--- config.mk ---
export PLATFORM = sky130hd
export DESIGN_NAME = wdhr_watchdog_halt_reset
export DESIGN_NICKNAME = d
export VERILOG_FILES = /design/src/verilog/wdhr_pkg.sv /design/src/verilog/wdhr_watchdog_halt_reset.sv
export VERILOG_INCLUDE_DIRS = /design/src /design/src/verilog
export SDC_FILE = /design/constraint.sdc
export NUM_CORES = 1
export LEC_CHECK = 0
export ABC_AREA = 1
export BUFFER_PORTS_ARGS = -buffer_cell sky130_fd_sc_hd__buf_2
export CAP_MARGIN = 20
export CORE_ASPECT_RATIO = 0.5
export CORE_MARGIN = 5
export CORE_UTILIZATION = 24
export CTS_BUF_LIST = sky130_fd_sc_hd__clkbuf_16
export CTS_CLUSTER_SIZE = 12
export DETAILED_ROUTE_END_ITERATION = 12
export PLACE_DENSITY = 0.38
export SLEW_MARGIN = 20
export SYNTH_ARGS = -nofsm -noshare
export SYNTH_HDL_FRONTEND = slang
export SYNTH_SLANG_ARGS = --single-unit
--- constraint.sdc ---
create_clock -name i_clock -period 4.4 [get_ports i_clock]
set_clock_uncertainty 0.05 [all_clocks]
set_input_delay 0.66 -clock i_clock [delete_from_list [all_inputs] [get_ports i_clock]]
set_output_delay 0.66 -clock i_clock [all_outputs]
set_load 0.02 [all_outputs]
--- src/verilog/wdhr_regs.svh ---
// register offsets, field positions, reset values and timing counts of the watchdog block
`ifndef WDHR_REGS_SVH
`define WDHR_REGS_SVH

// register offsets on the plain register port
`define WDHR_ADDR_W 4
`define WDHR_ADDR_WATCHDOG_PRESCALE_SELECT 4'h0
`define WDHR_ADDR_STATUS 4'h1

// watchdog prescale select fields
`define WDHR_WATCHDOG_PRESCALE_SELECT_RESET 8'h07
`define WDHR_PS_MSB 2
`define WDHR_PS_LSB 0

// core status register flag positions
`define WDHR_STAT_PDF_BIT 4
`define WDHR_STAT_TO_BIT 5

// fixed base divider stages and instruction clock ratio
`define WDHR_BASE_STAGES 8
`define WDHR_INSTR_DIV 4

// start-up delay and option-load delay in system clock cycles
`define WDHR_SST_CYCLES 1024
`define WDHR_OPT_LOAD_CYCLES 16

// synchroniser reset levels: osc rc, osc rtc, reset pin, port a
`define WDHR_SYNC_RESET 11'h7fc

`endif

--- src/verilog/wdhr_pkg.sv ---
// types shared by the watchdog, power-down and reset control block
package wdhr_pkg;

  // sequencer states, one-hot
  typedef enum logic [4:0] {
    ST_RESET_HOLD = 5'b00001,
    ST_OPT_LOAD   = 5'b00010,
    ST_STARTUP    = 5'b00100,
    ST_RUN        = 5'b01000,
    ST_HALT       = 5'b10000
  } wdhr_state_e;

  // watchdog clock source option
  typedef enum logic [1:0] {
    SRC_WDT_RC = 2'h0,
    SRC_RTC    = 2'h1,
    SRC_INSTR  = 2'h2
  } wdhr_src_e;

  // what began the start-up delay
  typedef enum logic [1:0] {
    WAKE_COLD = 2'h0,
    WAKE_WARM = 2'h1,
    WAKE_PIN  = 2'h2,
    WAKE_IRQ  = 2'h3
  } wdhr_wake_e;

  // configuration options, fixed at build time of the part
  typedef struct packed {
    logic wdt_enable;
    wdhr_src_e wdt_src;
    logic osc_rc_rtc;
    logic clear_dual;
    logic [7:0] pa_wake_en;
  } wdhr_opt_s;

  // one-cycle instruction strobes from the core
  typedef struct packed {
    logic clear_instr;
    logic clear_first;
    logic clear_second;
    logic halt;
  } wdhr_instr_s;

  // interrupt view of the core: request flags, enables, stack state
  typedef struct packed {
    logic [2:0] req;
    logic [2:0] enable;
    logic master_en;
    logic stack_full;
  } wdhr_irq_s;

endpackage

--- src/verilog/wdhr_watchdog_halt_reset.sv ---
// watchdog timer, power-down entry and wake-up, reset cause flags and start-up delay
`timescale 1ns/10ps
`include "wdhr_regs.svh"

module wdhr_watchdog_halt_reset #(
  parameter int BASE_STAGES = `WDHR_BASE_STAGES,
  parameter int SST_CYCLES = `WDHR_SST_CYCLES,
  parameter int OPT_LOAD_CYCLES = `WDHR_OPT_LOAD_CYCLES
) (
  // clock and power-on reset
  input wire logic i_clock,
  input wire logic i_rst_n,
  // configuration options
  input wire wdhr_pkg::wdhr_opt_s i_opt,
  // pins and oscillators from outside this clock domain
  input wire logic i_ext_reset_n,
  input wire logic i_watchdog_rc_osc,
  input wire logic i_low_freq_crystal_osc,
  input wire logic [7:0] i_port_a,
  // core instruction strobes and interrupt state
  input wire wdhr_pkg::wdhr_instr_s i_instr,
  input wire wdhr_pkg::wdhr_irq_s i_irq,
  // register port
  input wire logic [`WDHR_ADDR_W-1:0] i_reg_addr,
  input wire logic [7:0] i_reg_wdata,
  input wire logic i_reg_wr,
  input wire logic i_reg_rd,
  output logic [7:0] o_reg_rdata,
  // core control
  output logic o_core_reset,
  output logic o_warm_reset,
  output logic o_core_stall,
  output logic o_resume,
  output logic o_irq_respond,
  output logic o_sysosc_enable,
  output logic o_watchdog_rc_osc_enable,
  // status
  output logic o_timeout_flag,
  output logic o_powerdown_flag,
  output logic [7:0] o_prescale_select
);

  localparam int WD_W = BASE_STAGES + 7;
  localparam int SST_W = $clog2(SST_CYCLES + OPT_LOAD_CYCLES + 1);
  localparam int SYNC_N = 11;

  // elaboration checks on the parameters
  initial begin
    if (BASE_STAGES < 1 || BASE_STAGES > 24) begin
      $error("base divider stages out of range");
    end
    if (SST_CYCLES < 1 || OPT_LOAD_CYCLES < 1) begin
      $error("delay counts must be at least one cycle");
    end
  end

  // terminal count of the whole chain for a prescale field value
  function automatic logic [WD_W-1:0] wd_last(input logic [2:0] sel);
    wd_last = WD_W'((32'h1 << (BASE_STAGES + 32'(sel))) - 32'h1);
  endfunction

  // delay reload value from a cycle count
  function automatic logic [SST_W-1:0] dly_last(input int cycles);
    dly_last = SST_W'(cycles - 1);
  endfunction

  wdhr_pkg::wdhr_state_e state_q;
  wdhr_pkg::wdhr_wake_e wake_q;
  logic [SYNC_N-1:0] sync1_q, sync2_q, sync3_q, filt_q;
  logic [SYNC_N-1:0] agree, rise, fall;
  logic rc_tick, rtc_tick, instr_tick, wd_tick;
  logic [1:0] div4_q;
  logic [WD_W-1:0] wd_cnt_q;
  logic [SST_W-1:0] dly_q;
  logic [1:0] dual_seen_q;
  logic [2:0] irq_block_q;
  logic [7:0] watchdog_prescale_select_q;
  logic to_q, pdf_q;
  logic ext_rst_low, pa_wake, irq_wake, wd_ovf, clear_eff, halt_go, dly_done;
  logic warm_q, resume_q, irq_resp_q;
  logic [7:0] rdata_q;

  // three-stage synchronisers; a level counts once stages two and three agree
  always_ff @(posedge i_clock or negedge i_rst_n) begin
    if (!i_rst_n) begin
      sync1_q <= `WDHR_SYNC_RESET;
      sync2_q <= `WDHR_SYNC_RESET;
      sync3_q <= `WDHR_SYNC_RESET;
      filt_q <= `WDHR_SYNC_RESET;
    end else begin
      sync1_q <= {i_port_a, i_ext_reset_n, i_low_freq_crystal_osc, i_watchdog_rc_osc};
      sync2_q <= sync1_q;
      sync3_q <= sync2_q;
      filt_q <= agree & sync3_q | ~agree & filt_q;
    end
  end

  // edges of the filtered inputs, one cycle each
  assign agree = ~(sync2_q ^ sync3_q);
  assign rise = agree & sync3_q & ~filt_q;
  assign fall = agree & ~sync3_q & filt_q;
  assign rc_tick = rise[0];
  assign rtc_tick = rise[1];
  assign ext_rst_low = ~filt_q[2];

  // port wake edge
  // a falling edge on any enabled port a bit
  assign pa_wake = |(fall[10:3] & i_opt.pa_wake_en);

  // pending requests blocked
  // requests already set at halt entry are masked out of the wake term
  assign irq_wake = |(i_irq.req & ~irq_block_q);

  // instruction clock: system clock divided by four
  always_ff @(posedge i_clock or negedge i_rst_n) begin
    if (!i_rst_n) begin
      div4_q <= 2'h0;
    end else if (state_q != wdhr_pkg::ST_HALT) begin
      div4_q <= div4_q + 2'h1;
    end
  end

  // instruction clock stops
  // the divider is frozen in power-down, so this source gives no ticks there
  assign instr_tick = (div4_q == 2'(`WDHR_INSTR_DIV - 1)) && (state_q != wdhr_pkg::ST_HALT);

  always_comb begin
    case (i_opt.wdt_src)
      wdhr_pkg::SRC_WDT_RC: wd_tick = rc_tick;
      wdhr_pkg::SRC_RTC: wd_tick = rtc_tick & i_opt.osc_rc_rtc;
      wdhr_pkg::SRC_INSTR: wd_tick = instr_tick;
      default: wd_tick = 1'b0;
    endcase
  end

  // oscillator control
  // system oscillator off in power-down; watchdog rc kept only when it is the source
  assign o_sysosc_enable = (state_q != wdhr_pkg::ST_HALT);
  assign o_watchdog_rc_osc_enable = i_opt.wdt_enable && (i_opt.wdt_src == wdhr_pkg::SRC_WDT_RC);

  assign halt_go = (state_q == wdhr_pkg::ST_RUN) && i_instr.halt;
  always_comb begin
    clear_eff = 1'b0;
    if (i_opt.wdt_enable && state_q == wdhr_pkg::ST_RUN) begin
      if (!i_opt.clear_dual) begin
        clear_eff = i_instr.clear_instr;
      end else begin
        clear_eff = (dual_seen_q[0] | i_instr.clear_first) &
                    (dual_seen_q[1] | i_instr.clear_second);
      end
    end
  end

  // dual clear record
  // either order counts; the record empties once the pair completes
  always_ff @(posedge i_clock or negedge i_rst_n) begin
    if (!i_rst_n) begin
      dual_seen_q <= 2'h0;
    end else if (clear_eff || !i_opt.clear_dual || state_q != wdhr_pkg::ST_RUN) begin
      dual_seen_q <= 2'h0;
    end else if (i_opt.wdt_enable) begin
      dual_seen_q <= dual_seen_q | {i_instr.clear_second, i_instr.clear_first};
    end
  end

  // prescale extends chain
  // base stages and prescaler form one chain; the field picks its last bit
  assign wd_ovf = i_opt.wdt_enable && wd_tick &&
                  (wd_cnt_q == wd_last(watchdog_prescale_select_q[`WDHR_PS_MSB:`WDHR_PS_LSB])) &&
                  (state_q == wdhr_pkg::ST_RUN || state_q == wdhr_pkg::ST_HALT);

  always_ff @(posedge i_clock or negedge i_rst_n) begin
    if (!i_rst_n) begin
      wd_cnt_q <= '0;
    end else if (!i_opt.wdt_enable || ext_rst_low || clear_eff || halt_go || wd_ovf ||
                 state_q == wdhr_pkg::ST_RESET_HOLD || state_q == wdhr_pkg::ST_OPT_LOAD) begin
      wd_cnt_q <= '0;
    end else if (wd_tick) begin
      wd_cnt_q <= wd_cnt_q + WD_W'(1);
    end
  end

  // requests pending when halt is entered lose their wake ability
  always_ff @(posedge i_clock or negedge i_rst_n) begin
    if (!i_rst_n) begin
      irq_block_q <= 3'h0;
    end else if (halt_go) begin
      irq_block_q <= i_irq.req;
    end else if (state_q != wdhr_pkg::ST_HALT) begin
      irq_block_q <= 3'h0;
    end
  end

  // option load skipped on wake from halt
  // sequencer: the reset pin has top priority, then overflow, then wake terms
  assign dly_done = (dly_q == '0);
  always_ff @(posedge i_clock or negedge i_rst_n) begin
    if (!i_rst_n) begin
      state_q <= wdhr_pkg::ST_OPT_LOAD;
      wake_q <= wdhr_pkg::WAKE_COLD;
      dly_q <= dly_last(OPT_LOAD_CYCLES);
    end else if (ext_rst_low) begin
      state_q <= wdhr_pkg::ST_RESET_HOLD;
      wake_q <= wdhr_pkg::WAKE_COLD;
      dly_q <= dly_last(OPT_LOAD_CYCLES);
    end else begin
      case (state_q)
        wdhr_pkg::ST_RESET_HOLD: begin
          state_q <= wdhr_pkg::ST_OPT_LOAD;
        end
        wdhr_pkg::ST_OPT_LOAD: begin
          if (dly_done) begin
            state_q <= wdhr_pkg::ST_STARTUP;
            dly_q <= dly_last(SST_CYCLES);
          end else begin
            dly_q <= dly_q - SST_W'(1);
          end
        end
        wdhr_pkg::ST_STARTUP: begin
          if (dly_done) begin
            state_q <= wdhr_pkg::ST_RUN;
          end else begin
            dly_q <= dly_q - SST_W'(1);
          end
        end
        wdhr_pkg::ST_RUN: begin
          if (wd_ovf) begin
            state_q <= wdhr_pkg::ST_OPT_LOAD;
            wake_q <= wdhr_pkg::WAKE_COLD;
            dly_q <= dly_last(OPT_LOAD_CYCLES);
          end else if (halt_go) begin
            state_q <= wdhr_pkg::ST_HALT;
          end
        end
        wdhr_pkg::ST_HALT: begin
          if (wd_ovf || pa_wake || irq_wake) begin
            state_q <= wdhr_pkg::ST_STARTUP;
            dly_q <= dly_last(SST_CYCLES);
            if (wd_ovf) begin
              wake_q <= wdhr_pkg::WAKE_WARM;
            end else if (pa_wake) begin
              wake_q <= wdhr_pkg::WAKE_PIN;
            end else begin
              wake_q <= wdhr_pkg::WAKE_IRQ;
            end
          end
        end
        default: begin
          state_q <= wdhr_pkg::ST_RESET_HOLD;
        end
      endcase
    end
  end

  // pulses at the end of a wake-up dummy period, and the warm reset strobe
  always_ff @(posedge i_clock or negedge i_rst_n) begin
    if (!i_rst_n) begin
      warm_q <= 1'b0;
      resume_q <= 1'b0;
      irq_resp_q <= 1'b0;
    end else begin
      warm_q <= !ext_rst_low && state_q == wdhr_pkg::ST_HALT && wd_ovf;
      resume_q <= 1'b0;
      irq_resp_q <= 1'b0;
      if (!ext_rst_low && state_q == wdhr_pkg::ST_STARTUP && dly_done) begin
        case (wake_q)
          wdhr_pkg::WAKE_PIN: resume_q <= 1'b1;
          wdhr_pkg::WAKE_IRQ: begin
            if (i_irq.master_en && |(i_irq.req & i_irq.enable) && !i_irq.stack_full) begin
              irq_resp_q <= 1'b1;
            end else begin
              resume_q <= 1'b1;
            end
          end
          default: begin
            resume_q <= 1'b0;
          end
        endcase
      end
    end
  end

  // reset cause encoding
  // set wins over clear; an external reset in halt forces 01, while running keeps them
  always_ff @(posedge i_clock or negedge i_rst_n) begin
    if (!i_rst_n) begin
      to_q <= 1'b0;
      pdf_q <= 1'b0;
    end else if (ext_rst_low) begin
      if (state_q == wdhr_pkg::ST_HALT) begin
        to_q <= 1'b0;
        pdf_q <= 1'b1;
      end
    end else if (wd_ovf) begin
      to_q <= 1'b1;
    end else if (halt_go) begin
      to_q <= 1'b0;
      pdf_q <= 1'b1;
    end else if (clear_eff) begin
      to_q <= 1'b0;
      pdf_q <= 1'b0;
    end
  end

  // user flag bits
  // select register: chip resets restore its default, warm reset leaves it
  always_ff @(posedge i_clock or negedge i_rst_n) begin
    if (!i_rst_n) begin
      watchdog_prescale_select_q <= `WDHR_WATCHDOG_PRESCALE_SELECT_RESET;
    end else if (state_q == wdhr_pkg::ST_RESET_HOLD || state_q == wdhr_pkg::ST_OPT_LOAD) begin
      watchdog_prescale_select_q <= `WDHR_WATCHDOG_PRESCALE_SELECT_RESET;
    end else if (i_reg_wr && i_reg_addr == `WDHR_ADDR_WATCHDOG_PRESCALE_SELECT) begin
      watchdog_prescale_select_q <= i_reg_wdata;
    end
  end

  // status bit positions
  // read data one cycle after the strobe; unmapped addresses read zero
  always_ff @(posedge i_clock or negedge i_rst_n) begin
    if (!i_rst_n) begin
      rdata_q <= 8'h00;
    end else if (i_reg_rd) begin
      rdata_q <= 8'h00;
      if (i_reg_addr == `WDHR_ADDR_WATCHDOG_PRESCALE_SELECT) begin
        rdata_q <= watchdog_prescale_select_q;
      end else if (i_reg_addr == `WDHR_ADDR_STATUS) begin
        rdata_q[`WDHR_STAT_PDF_BIT] <= pdf_q;
        rdata_q[`WDHR_STAT_TO_BIT] <= to_q;
      end
    end else begin
      rdata_q <= 8'h00;
    end
  end

  // core held in reset
  // core reset spans the pin low time, option load and the cold start-up delay
  assign o_core_reset = state_q == wdhr_pkg::ST_RESET_HOLD ||
                        state_q == wdhr_pkg::ST_OPT_LOAD ||
                        (state_q == wdhr_pkg::ST_STARTUP && wake_q == wdhr_pkg::WAKE_COLD);
  // core does not execute in halt or during any start-up delay
  assign o_core_stall = state_q != wdhr_pkg::ST_RUN;

  // outputs from flip-flops
  assign o_warm_reset = warm_q;
  assign o_resume = resume_q;
  assign o_irq_respond = irq_resp_q;
  assign o_timeout_flag = to_q;
  assign o_powerdown_flag = pdf_q;
  assign o_prescale_select = watchdog_prescale_select_q;
  assign o_reg_rdata = rdata_q;

endmodule
Yosys cells after proc, flatten, opt, wreduce, memory -nomap -nowiden --
Cells that the tools add are included.
Storage, ports and cells: output and inout port bits 25, flip-flop bits (word level) 105, logic and storage cells 168
Operators by class: shifts and indexed selects 1, reduce and logical (&&, ||, !) cells 48, multiplexer cells 50, add/subtract/negate cells 5, bitwise gates (word level) 21, equal/unequal tests 25
Operators by type and width (number):
- $mux 11 | 5
- $and 11x11->11 | 4
- $pmux 11 s4 | 1
- $not 11->11 | 3
- $mux 15 | 2
- $mux 5 | 6
- $pmux 5 s5 | 1
- $mux 8 | 3
- $mux 2 | 9
- $mux 1 | 17
- $add 15x1->15 const B | 1
- $eq 15x15->1 | 1
- $logic_and 1x1->1 | 15
- $ne 3x3->1 const B | 5
- $shl 1x5->15 const A | 1
- $sub 15x1->15 const B | 1
- $logic_or 1x1->1 | 13
- $logic_not 11->1 | 1
- $or 11x11->11 | 1
- $sub 11x1->11 const B | 1
- $xor 11x11->11 | 1
- $reduce_bool 2->1 | 5
- $and 8x8->8 | 1
- $eq 2x2->1 const B | 4
- 37 further kinds | 48

Depth between registers and ports, before layout --
Gate-level depths: netlist (run 1).
word-level depth 14, depth in mapped cells 14

Worst setup path before layout (run 1) --
OpenSTA, ideal clock, no wires.
path kind register to output, start point reg state_q[4], end point out o_core_reset, data required time 3.690 ns, path buffers 0, data arrival time 1.283 ns, path slack 2.407 ns, stages on the path, launching flop included 4, path through dfrtp_1 inv_1 nand4_1 o31ai_1
On the way: longest elaborated chain between the ends 3, elaborated cells on any way between the ends 6, classes of those cells eq/ne: 3; reduce/logical: 3
RTL lines:
- start: declaration | line wdhr_watchdog_halt_reset.sv:67 | wdhr_pkg::wdhr_state_e state_q;
- start signal: assignment | line wdhr_watchdog_halt_reset.sv:199 | state_q <= wdhr_pkg::ST_OPT_LOAD;
- start signal: assignment | line wdhr_watchdog_halt_reset.sv:203 | state_q <= wdhr_pkg::ST_RESET_HOLD;
- start signal: assignment | line wdhr_watchdog_halt_reset.sv:209 | state_q <= wdhr_pkg::ST_OPT_LOAD;
- $eq 5x1->1 (tied with other cells) | line wdhr_watchdog_halt_reset.sv:337 | assign o_core_reset = state_q == wdhr_pkg::ST_RESET_HOLD ||
- $logic_or 1x1->1 / $logic_and 1x1->1 (equally long branches) | line wdhr_watchdog_halt_reset.sv:337, wdhr_watchdog_halt_reset.sv:339
- $logic_or 1x1->1 * | line wdhr_watchdog_halt_reset.sv:338 | state_q == wdhr_pkg::ST_OPT_LOAD ||
- end: declaration | line wdhr_watchdog_halt_reset.sv:30 | output logic o_core_reset,
Mark *: on every way between the ends. The rest lies on a longest branch, timed or not.

Worst setup path after layout (run 1) --
Ends and elaborated chain as after synthesis.

==> results.yml, run 1 <==
worst_setup_path:
  start_kind: "register"
  cp_slowest_cell: "dfrtp_1"
  crit_chain: "inv_1 -> nand4_1 -> nand2_1 -> inv_1 -> o31ai_1 -> buf_2"
  rr_endpoint: "dly_q[9]"
  path_max_fanout: 6
  crit_top_cell: "inv_1"
  cp_slowest_stage_delay_ps: 390
  r2r_start: "state_q[1]"
  path_buf_inv: 3
  rrSetupSlack_ps: 2100
  path_delay_family: "buffers and inverters"
  reg2reg_depth: 11
  required_ps: 3690
  crit_arrival_ps: 1990
  end_kind: "primary output"
  criticalPathCategory: "register to primary output"
logic_synthesis:
  syn_area_per_cell_um2: 9.18
  synth-edff-count: 0
  syn-cell-area_um2: 5030
  ys_warn_count: 0
  synth_top_family_by_area: "simple AND/OR/NAND/NOR gates"
  synth_fa_ha_area_share_pct: 3.43
  yosysTopAreaCell: "dfrtp_1"
  synth_ff_type: "dfrtp_1"
  synth_compound_gate_area_share_pct: 9.36
  synthMuxAreaShare_pct: 0.448
  synthSimpleGateAreaFrac_pct: 24.4
  synth_cell_type_count: 45
  synth_cells: 548
  async_reset_ff_share_pct: 100
  post_synth_xor_area_fraction_pct: 2.09
  synth_nets: 613
  synth_top_area_share_pct: 30.4
  synthTopCellsByArea: "dfrtp_1 (30%), dfstp_2 (23%), nand2_1 (7.8%), inv_1 (5.6%), nor2_1 (4.0%)"
  ys_seq_area_share_pct: 53.3
  ys_ff_latch: 105
global_route:
  antenna_found_initial: 0
  grt_usage_pct: 10.7
  grt_pass1_wl_mm: 20.4
  grt_max_degree: 57
  grt_pass1_vias: 3883
  grt-ovfl-total: 0
timing:
  period_share_pct: 61.3
  slew_viol_final: 0
  setup_viol_count_final: 0
  max_slew_margin_pct: 50.7
  rsz0062_at_grt: "no"
  tns_ps: 0
  layout_min_cycle_time_ps: 2700
  fmax_ghz: 0.370
  hold_violations: 0
  tightest_slew_ps: 739
clock_tree:
  cts_setup_buffers: 0
  htree_levels: 3
  cts-root-buf: "clkbuf_16"
  clockBufferDepth: 2
  holdBufCountCts: 0
  clock-sinks: 105
  clk_pin_slew_ps: 80
  insertion_delay_ps: 370
  cts_made_buffers: 9
  ctsResizeCount: 0
  cts_tree: "built"
detailed_routing:
  first_pass_iters: 4
  num_vias: 3819
  wl_per_cell_um: 13.4
  antenna_left: 0
  route.detailed.drc: 0
  drtIter0Drc: 180
  drt-vias-per-instance: 4.20
  wirelength_mm: 12.1
pwr:
  p_leak_nw: 2.92
  powerDensity_nw_per_um2: 440
  ir_drop_uv: 164
cells_and_area:
  final_cells: 910
  fillCellCount: 2194
  ff_latch_area_um2: 2680
  multiInputGateArea_um2: 2000
  drive_above_1_share_pct: 30.1
  final_nets: 697
  finish.utilization_pct: 29.3
  antennaDiodeCount: 0
  syn_to_final_growth_pct: 19.9
die:
  io_pins: 77
  die_h_um: 112
  row_count: 37
  die_w_um: 215
  die_area_um2: 24100
  start_util_pct: 24.5
  core_um2: 20600
run:
  drv_cap: 0
run_status:
  status: "finished, final reports clean"
placed_design:
  port_buffers: 76
  dp.cells: 894
  dp_hpwl_mm: 9.18
  gp_routability_congestion: 0.756
hold_path:
  hold_class: "input pin to asynchronous set/reset pin"
cell families after synthesis:
logic type	Yosys count
AND/OR/NAND/NOR	252
flip-flops	105
buffers and inverters	87
AO/OA/AOI/OAI	76
adder cells (fa/ha/maj)	14
XOR/XNOR	12
multiplexers	2
final cells by class:
cell class	count	share of cell area, %
Timing Repair Buffer	78	6.60
Clock buffer	9	3.74
Sequential cell	105	44.5
Multi-Input combinational cell	356	33.1
Inverter	82	5.11
Tap cell	273	5.67
Clock inverter	7	1.27
worst max-delay path by stage:
stage	cells after the start	to	slack [ps]	start
4_1_cts	6	o_core_reset	1620	state_q[4]
3_3_place_gp	6	o_core_reset	2050	state_q[4]
2_1_floorplan	3	o_core_reset	2410	state_q[4]
6_report	6	o_core_reset	1700	state_q[4]
3_5_place_dp	11	dly_q[9]	2020	i_opt[10]
5_1_grt	6	o_core_reset	1520	state_q[2]
power by group:
group | switching, mW | internal, mW
combinational | 0.395 | 0.226
sequential | 0.0916 | 1.10
clock | 0.392 | 0.446
stage by stage:
step | instance area (µm²) | hold WS [ps] | setup WS, ps | power, mW
after floorplan | 5030 | 281 | 2410 | 1.66
after global routing | 6030 | 307 | 1520 | 2.84
after CTS | 6030 | 307 | 1620 | 2.72
after detailed placement | 5730 | 290 | 2020 | 1.85
after global placement | 5730 | 284 | 2050 | 1.84
final | 6030 | 286 | 1700 | 2.65
synthesized netlist by cell type, types with 3 or more instances:
master	number
dfrtp_1	61
nand4_1	12
o21ai_0	30
nand3_4	3
inv_1	75
nor3_1	14
inv_2	7
nor2_2	4
nor2_1	53
ha_1	13
nand2_2	7
and3_1	3
o22ai_1	4
nor3_2	3
nand2_4	4
nand2_1	104
nand3_1	30
nor3b_1	3
o21ai_2	12
buf_6	3
dfstp_2	44
xor2_1	10
a21oi_1	16
nand3_2	3
cell usage in the layout (no fill, tap or decap), types with 10 or more instances in the layout:
cell and n:
o21ai_0 30, dfrtp_1 61, nand2_1 104, dfstp_2 44, nor2_1 53, ha_1 13
nand4_1 12, buf_2 75, inv_1 75, nand3_1 30, a21oi_1 16, nor3_1 14
xor2_1 10, o21ai_2 12
layer usage:
| layer | track usage (%) | wire length (µm) |
|---|---|---|
| met5 | 0 | 0 |
| met4 | 2.83 | 144 |
| met3 | 3.64 | 537 |
| met2 | 16.9 | 5690 |
| met1 | 14.0 | 5780 |
Power figures use the tool's default switching activity.
==> run 2, diff against run 1 <==
- clock period: 4.4 -> 2.8 ns (I/O delays scaled with it)
==> run 2 against run 1 <==
  * Setup slack lost 1400 ps
  * Combinational power rose by 58%
  * Sequential cell count did not move
  * Count of clock-buffer cells in the layout up 2
  * Clock power is 57% higher
  * Critical path depth is the same
  * Global-route usage rose by 0.19 points
  * Sequential share of layout area is 0.25 points lower
  * Critical endpoint unchanged
  * Final area up 0.56%
  * Largest cell class unchanged
  * Cell count up 0.22%
==> results.yml, run 2 (synthesis results as in run 1) <==
cells_and_area:
  syn_to_final_growth_pct: 20.5
  final_nets: 699
  antennaDiodeCount: 0
  final_cell_mix: "nand2_1 (104), inv_1 (75), buf_2 (75)"
  final_common_cell: "nand2_1"
  drive_above_1_share_pct: 30.4
  finish.utilization_pct: 29.5
  final_cells: 912
worst_setup_path:
  cp_slowest_stage_delay_ps: 400
  path_max_fanout: 6
  rrSetupSlack_ps: 560
  path_buf_inv: 3
  reg2reg_depth: 11
  critPathLaunch: "state_q[4]"
  cp_slowest_cell: "dfrtp_1"
  start_kind: "register"
  required_ps: 2330
  r2r_start: "state_q[1]"
  crit_arrival_ps: 1990
  rr_endpoint: "dly_q[9]"
  path_delay_family: "buffers and inverters"
  criticalPathCategory: "register to primary output"
  crit_top_cell: "inv_1"
  end_kind: "primary output"
  crit_chain: "inv_1 -> nand4_1 -> nand2_1 -> inv_1 -> o31ai_1 -> buf_2"
pwr:
  ir_drop_uv: 228
  p_leak_nw: 2.94
  powerDensity_nw_per_um2: 688
  finalPower_mw: 4.17
timing:
  layout_min_cycle_time_ps: 2460
  tightest_slew_ps: 639
  timing.final.ws_setup_ps: 340
  hold_violations: 0
  period_share_pct: 87.9
  max_slew_margin_pct: 57.4
  rsz0062_at_grt: "no"
  slew_viol_final: 0
  tns_ps: 0
  setup_viol_count_final: 0
  fmax_ghz: 0.407
detailed_routing:
  wl_per_cell_um: 13.6
  num_vias: 3783
  route.detailed.drc: 0
  first_pass_iters: 4
  wirelength_mm: 12.4
  drtIter0Drc: 171
  drt-vias-per-instance: 4.15
  antenna_left: 0
die:
  core_um2: 20600
  die_w_um: 215
  die_area_um2: 24100
  die_h_um: 112
  row_count: 37
  start_util_pct: 24.5
  io_pins: 77
global_route:
  grt_pass1_vias: 3914
  grt_pass1_wl_mm: 20.8
  grt_usage_pct: 10.8
  grt-ovfl-total: 0
  grt_max_degree: 46
  antenna_found_initial: 0
clock_tree:
  clk_pin_slew_ps: 70
  cts_tree: "built"
  holdBufCountCts: 0
  htree_levels: 3
  cts-root-buf: "clkbuf_16"
  cts_made_buffers: 9
  clock-sinks: 105
  cts_setup_buffers: 0
  clockBufferDepth: 2
  insertion_delay_ps: 360
  ctsResizeCount: 0
placed_design:
  gp_routability_congestion: 0.783
  dp.cells: 896
  post-place-ws_ps: 553
  port_buffers: 76
  dp_hpwl_mm: 9.48
hold_path:
  hold_class: "input pin to asynchronous set/reset pin"
run_status:
  status: "finished, final reports clean"
run:
  drv_cap: 0
-- run 2: area by class of cell --
class | count | area, µm²
fill | 2183 | 14500
multi-input combinational | 356 | 2000
timing repair buffer | 80 | 425
clock inverter | 5 | 32.5
inverter | 82 | 308
tap | 273 | 342
clock buffer | 11 | 275
sequential | 105 | 2680
-- run 2: worst register-to-register path: cells and delay by family, from the launching register on --
family,cells,cell delay [ps]
flip-flops,1,560
AND/OR/NAND/NOR,10,1450
AO/OA/AOI/OAI,1,60
-- run 2: worst max path at each step --
| stage | end | slack (ps) | cells after the start |
|---|---|---|---|
| floorplan | dly_q[9] | 900 | 11 |
| global placement | dly_q[9] | 590 | 11 |
| detailed placement | dly_q[9] | 550 | 11 |
| CTS | o_core_reset | 330 | 6 |
| global route | o_core_reset | 190 | 6 |
| finish | o_core_reset | 340 | 6 |
-- run 2: power by group --
group	leakage (nW)	internal, mW	switching, mW
clock network	0.156	0.714	0.598
registers	1.28	1.73	0.147
logic	1.50	0.358	0.622
-- run 2: metal layers --
metal,global-route usage (%),share of wire (%),vias to the layer above
li1,-,-,1948
met1,14.7,50,1792
met2,16.8,46,31
met3,3.07,3.2,12
met4,3.73,1.3,0
met5,0,0,-
-- run 2: stage by stage --
stage,hold slack [ps],cell area [µm²]
floorplan,74.4,5030
global placement,282,5750
detailed placement,285,5750
CTS,32.9,6060
global route,58.0,6060
finish,6.41,6060
==> run 3, diff against run 2 <==
- REMOVE_ABC_BUFFERS: unset -> 1
==> run 3 against run 2 <==
  * Utilization rose by 0.16 points
  * Worst hold slack improved by 91 ps
  * Via count up 2.0%
  * Final area is 0.54% higher
  * Setup slack gained 98 ps
  * Combinational power up 0.4%
  * Die area unchanged
  * Count of clock-buffer cells in the layout did not move
  * Critical path depth is the same
  * Register-to-register slack lost 40 ps
==> results.yml, run 3 (synthesis results as in run 1) <==
run_status:
  status: "finished, final reports clean"
global_route:
  grt_usage_pct: 10.7
  antenna_found_initial: 0
  grt_pass1_wl_mm: 20.4
  grt_max_degree: 45
  grt_pass1_vias: 3848
  grt-ovfl-total: 0
timing:
  tightest_slew_ps: 530
  max_slew_margin_pct: 64.7
  period_share_pct: 84.4
  tns_ps: 0
  slew_viol_final: 0
  setup_viol_count_final: 0
  layout_min_cycle_time_ps: 2360
  hold_violations: 0
  rsz0062_at_grt: "no"
  fmax_ghz: 0.423
worst_setup_path:
  end_kind: "primary output"
  path_max_fanout: 6
  rr_endpoint: "wd_cnt_q[9]"
  path_delay_family: "buffers and inverters"
  required_ps: 2330
  reg2reg_depth: 10
  path_buf_inv: 3
  crit_chain: "inv_1 -> nand4_1 -> nand2_1 -> inv_1 -> o31ai_1 -> buf_2"
  rrSetupSlack_ps: 520
  crit_arrival_ps: 1890
  cp_slowest_stage_delay_ps: 400
  cp_slowest_cell: "dfrtp_1"
  criticalPathCategory: "register to primary output"
  r2r_start: "sync2_q[1]"
  crit_top_cell: "inv_1"
  start_kind: "register"
cells_and_area:
  final_common_cell: "nand2_1"
  final_nets: 700
  antennaDiodeCount: 0
  final_cell_mix: "nand2_1 (104), inv_1 (75), buf_2 (75)"
  syn_to_final_growth_pct: 21.2
  drive_above_1_share_pct: 30.0
  fillCellCount: 2205
clock_tree:
  cts_made_buffers: 9
  cts_tree: "built"
  clockBufferDepth: 2
  cts-root-buf: "clkbuf_16"
  ctsResizeCount: 0
  clk_pin_slew_ps: 80
  cts_setup_buffers: 0
  clock-sinks: 105
  holdBufCountCts: 1
  insertion_delay_ps: 360
  htree_levels: 3
pwr:
  ir_drop_uv: 249
  finalPower_mw: 4.26
  p_leak_nw: 2.95
  pwr-share-seq_pct: 44.1
  switching_power_mw: 1.36
  switching_share_pct: 32.0
  intPower_mw: 2.90
  powerDensity_nw_per_um2: 699
  p_comb_share_pct: 23.1
  clkPwrFrac_pct: 32.8
detailed_routing:
  num_vias: 3857
  first_pass_iters: 4
  drt-vias-per-instance: 4.22
  wl_per_cell_um: 13.3
  drtIter0Drc: 226
  route.detailed.drc: 0
  antenna_left: 0
  wirelength_mm: 12.2
placed_design:
  dp_hpwl_mm: 9.20
  gp_routability_congestion: 0.829
  port_buffers: 76
run:
  drv_cap: 0
die:
  start_util_pct: 24.5
  io_pins: 77
  core_um2: 20600
  row_count: 37
  die_w_um: 215
  die_area_um2: 24100
  die_h_um: 112
hold_path:
  hold_class: "input pin to register"
  hold_start: "i_port_a[3]"
  worstHoldEndpoint: "sync1_q[6]"
  min_path_cells: 1
run 3: final cells by class:
class / count / area (µm²) / share of cell area [%]
clock inverter: 5 / 55.1 / 0.903
multi-input combinational: 356 / 2000 / 32.8
clock buffer: 11 / 275 / 4.52
sequential: 105 / 2680 / 44.0
inverter: 82 / 308 / 5.05
tap: 273 / 342 / 5.61
timing repair buffer: 81 / 435 / 7.15
run 3: through the flow:
stage | cell area [µm²] | hold slack [ps] | utilization (%) | std cells | setup WS (ps)
after detailed placement | 5750 | 286 | 28.0 | 896 | 513
final | 6090 | 97.9 | 29.6 | 913 | 438
after global routing | 6090 | 77.0 | 29.6 | 913 | 242
after CTS | 6090 | 70.8 | 29.6 | 913 | 370
after global placement | 5750 | 288 | 28.0 | 896 | 535
after floorplan | 4990 | 74.4 | - | 543 | 725
run 3: power groups by stage:
stage	clock network (mW)	logic [mW]	registers [mW]
after floorplan	0	0.697	1.89
after global placement	0	1.01	1.91
after detailed placement	0	1.01	1.90
after CTS	1.47	1.01	1.88
after global routing	1.52	1.15	1.91
final	1.39	0.985	1.88
run 3: worst max-delay path by stage:
stage / startpoint / end / slack [ps] / depth (start not counted)
final: state_q[4] / o_core_reset / 440 / 6
after floorplan: state_q[1] / dly_q[9] / 730 / 11
after detailed placement: sync2_q[1] / wd_cnt_q[9] / 510 / 10
after global routing: state_q[4] / o_core_reset / 240 / 6
after CTS: state_q[4] / o_core_reset / 370 / 6
after global placement: sync2_q[1] / wd_cnt_q[9] / 530 / 10
run 3: layer usage:
metal,vias to the layer above,GRT usage (%),wire length (µm)
met5,-,0,0
met4,0,3.39,174
met3,15,3.13,441
met2,50,16.8,5520
li1,1952,-,-
met1,1840,14.4,6020
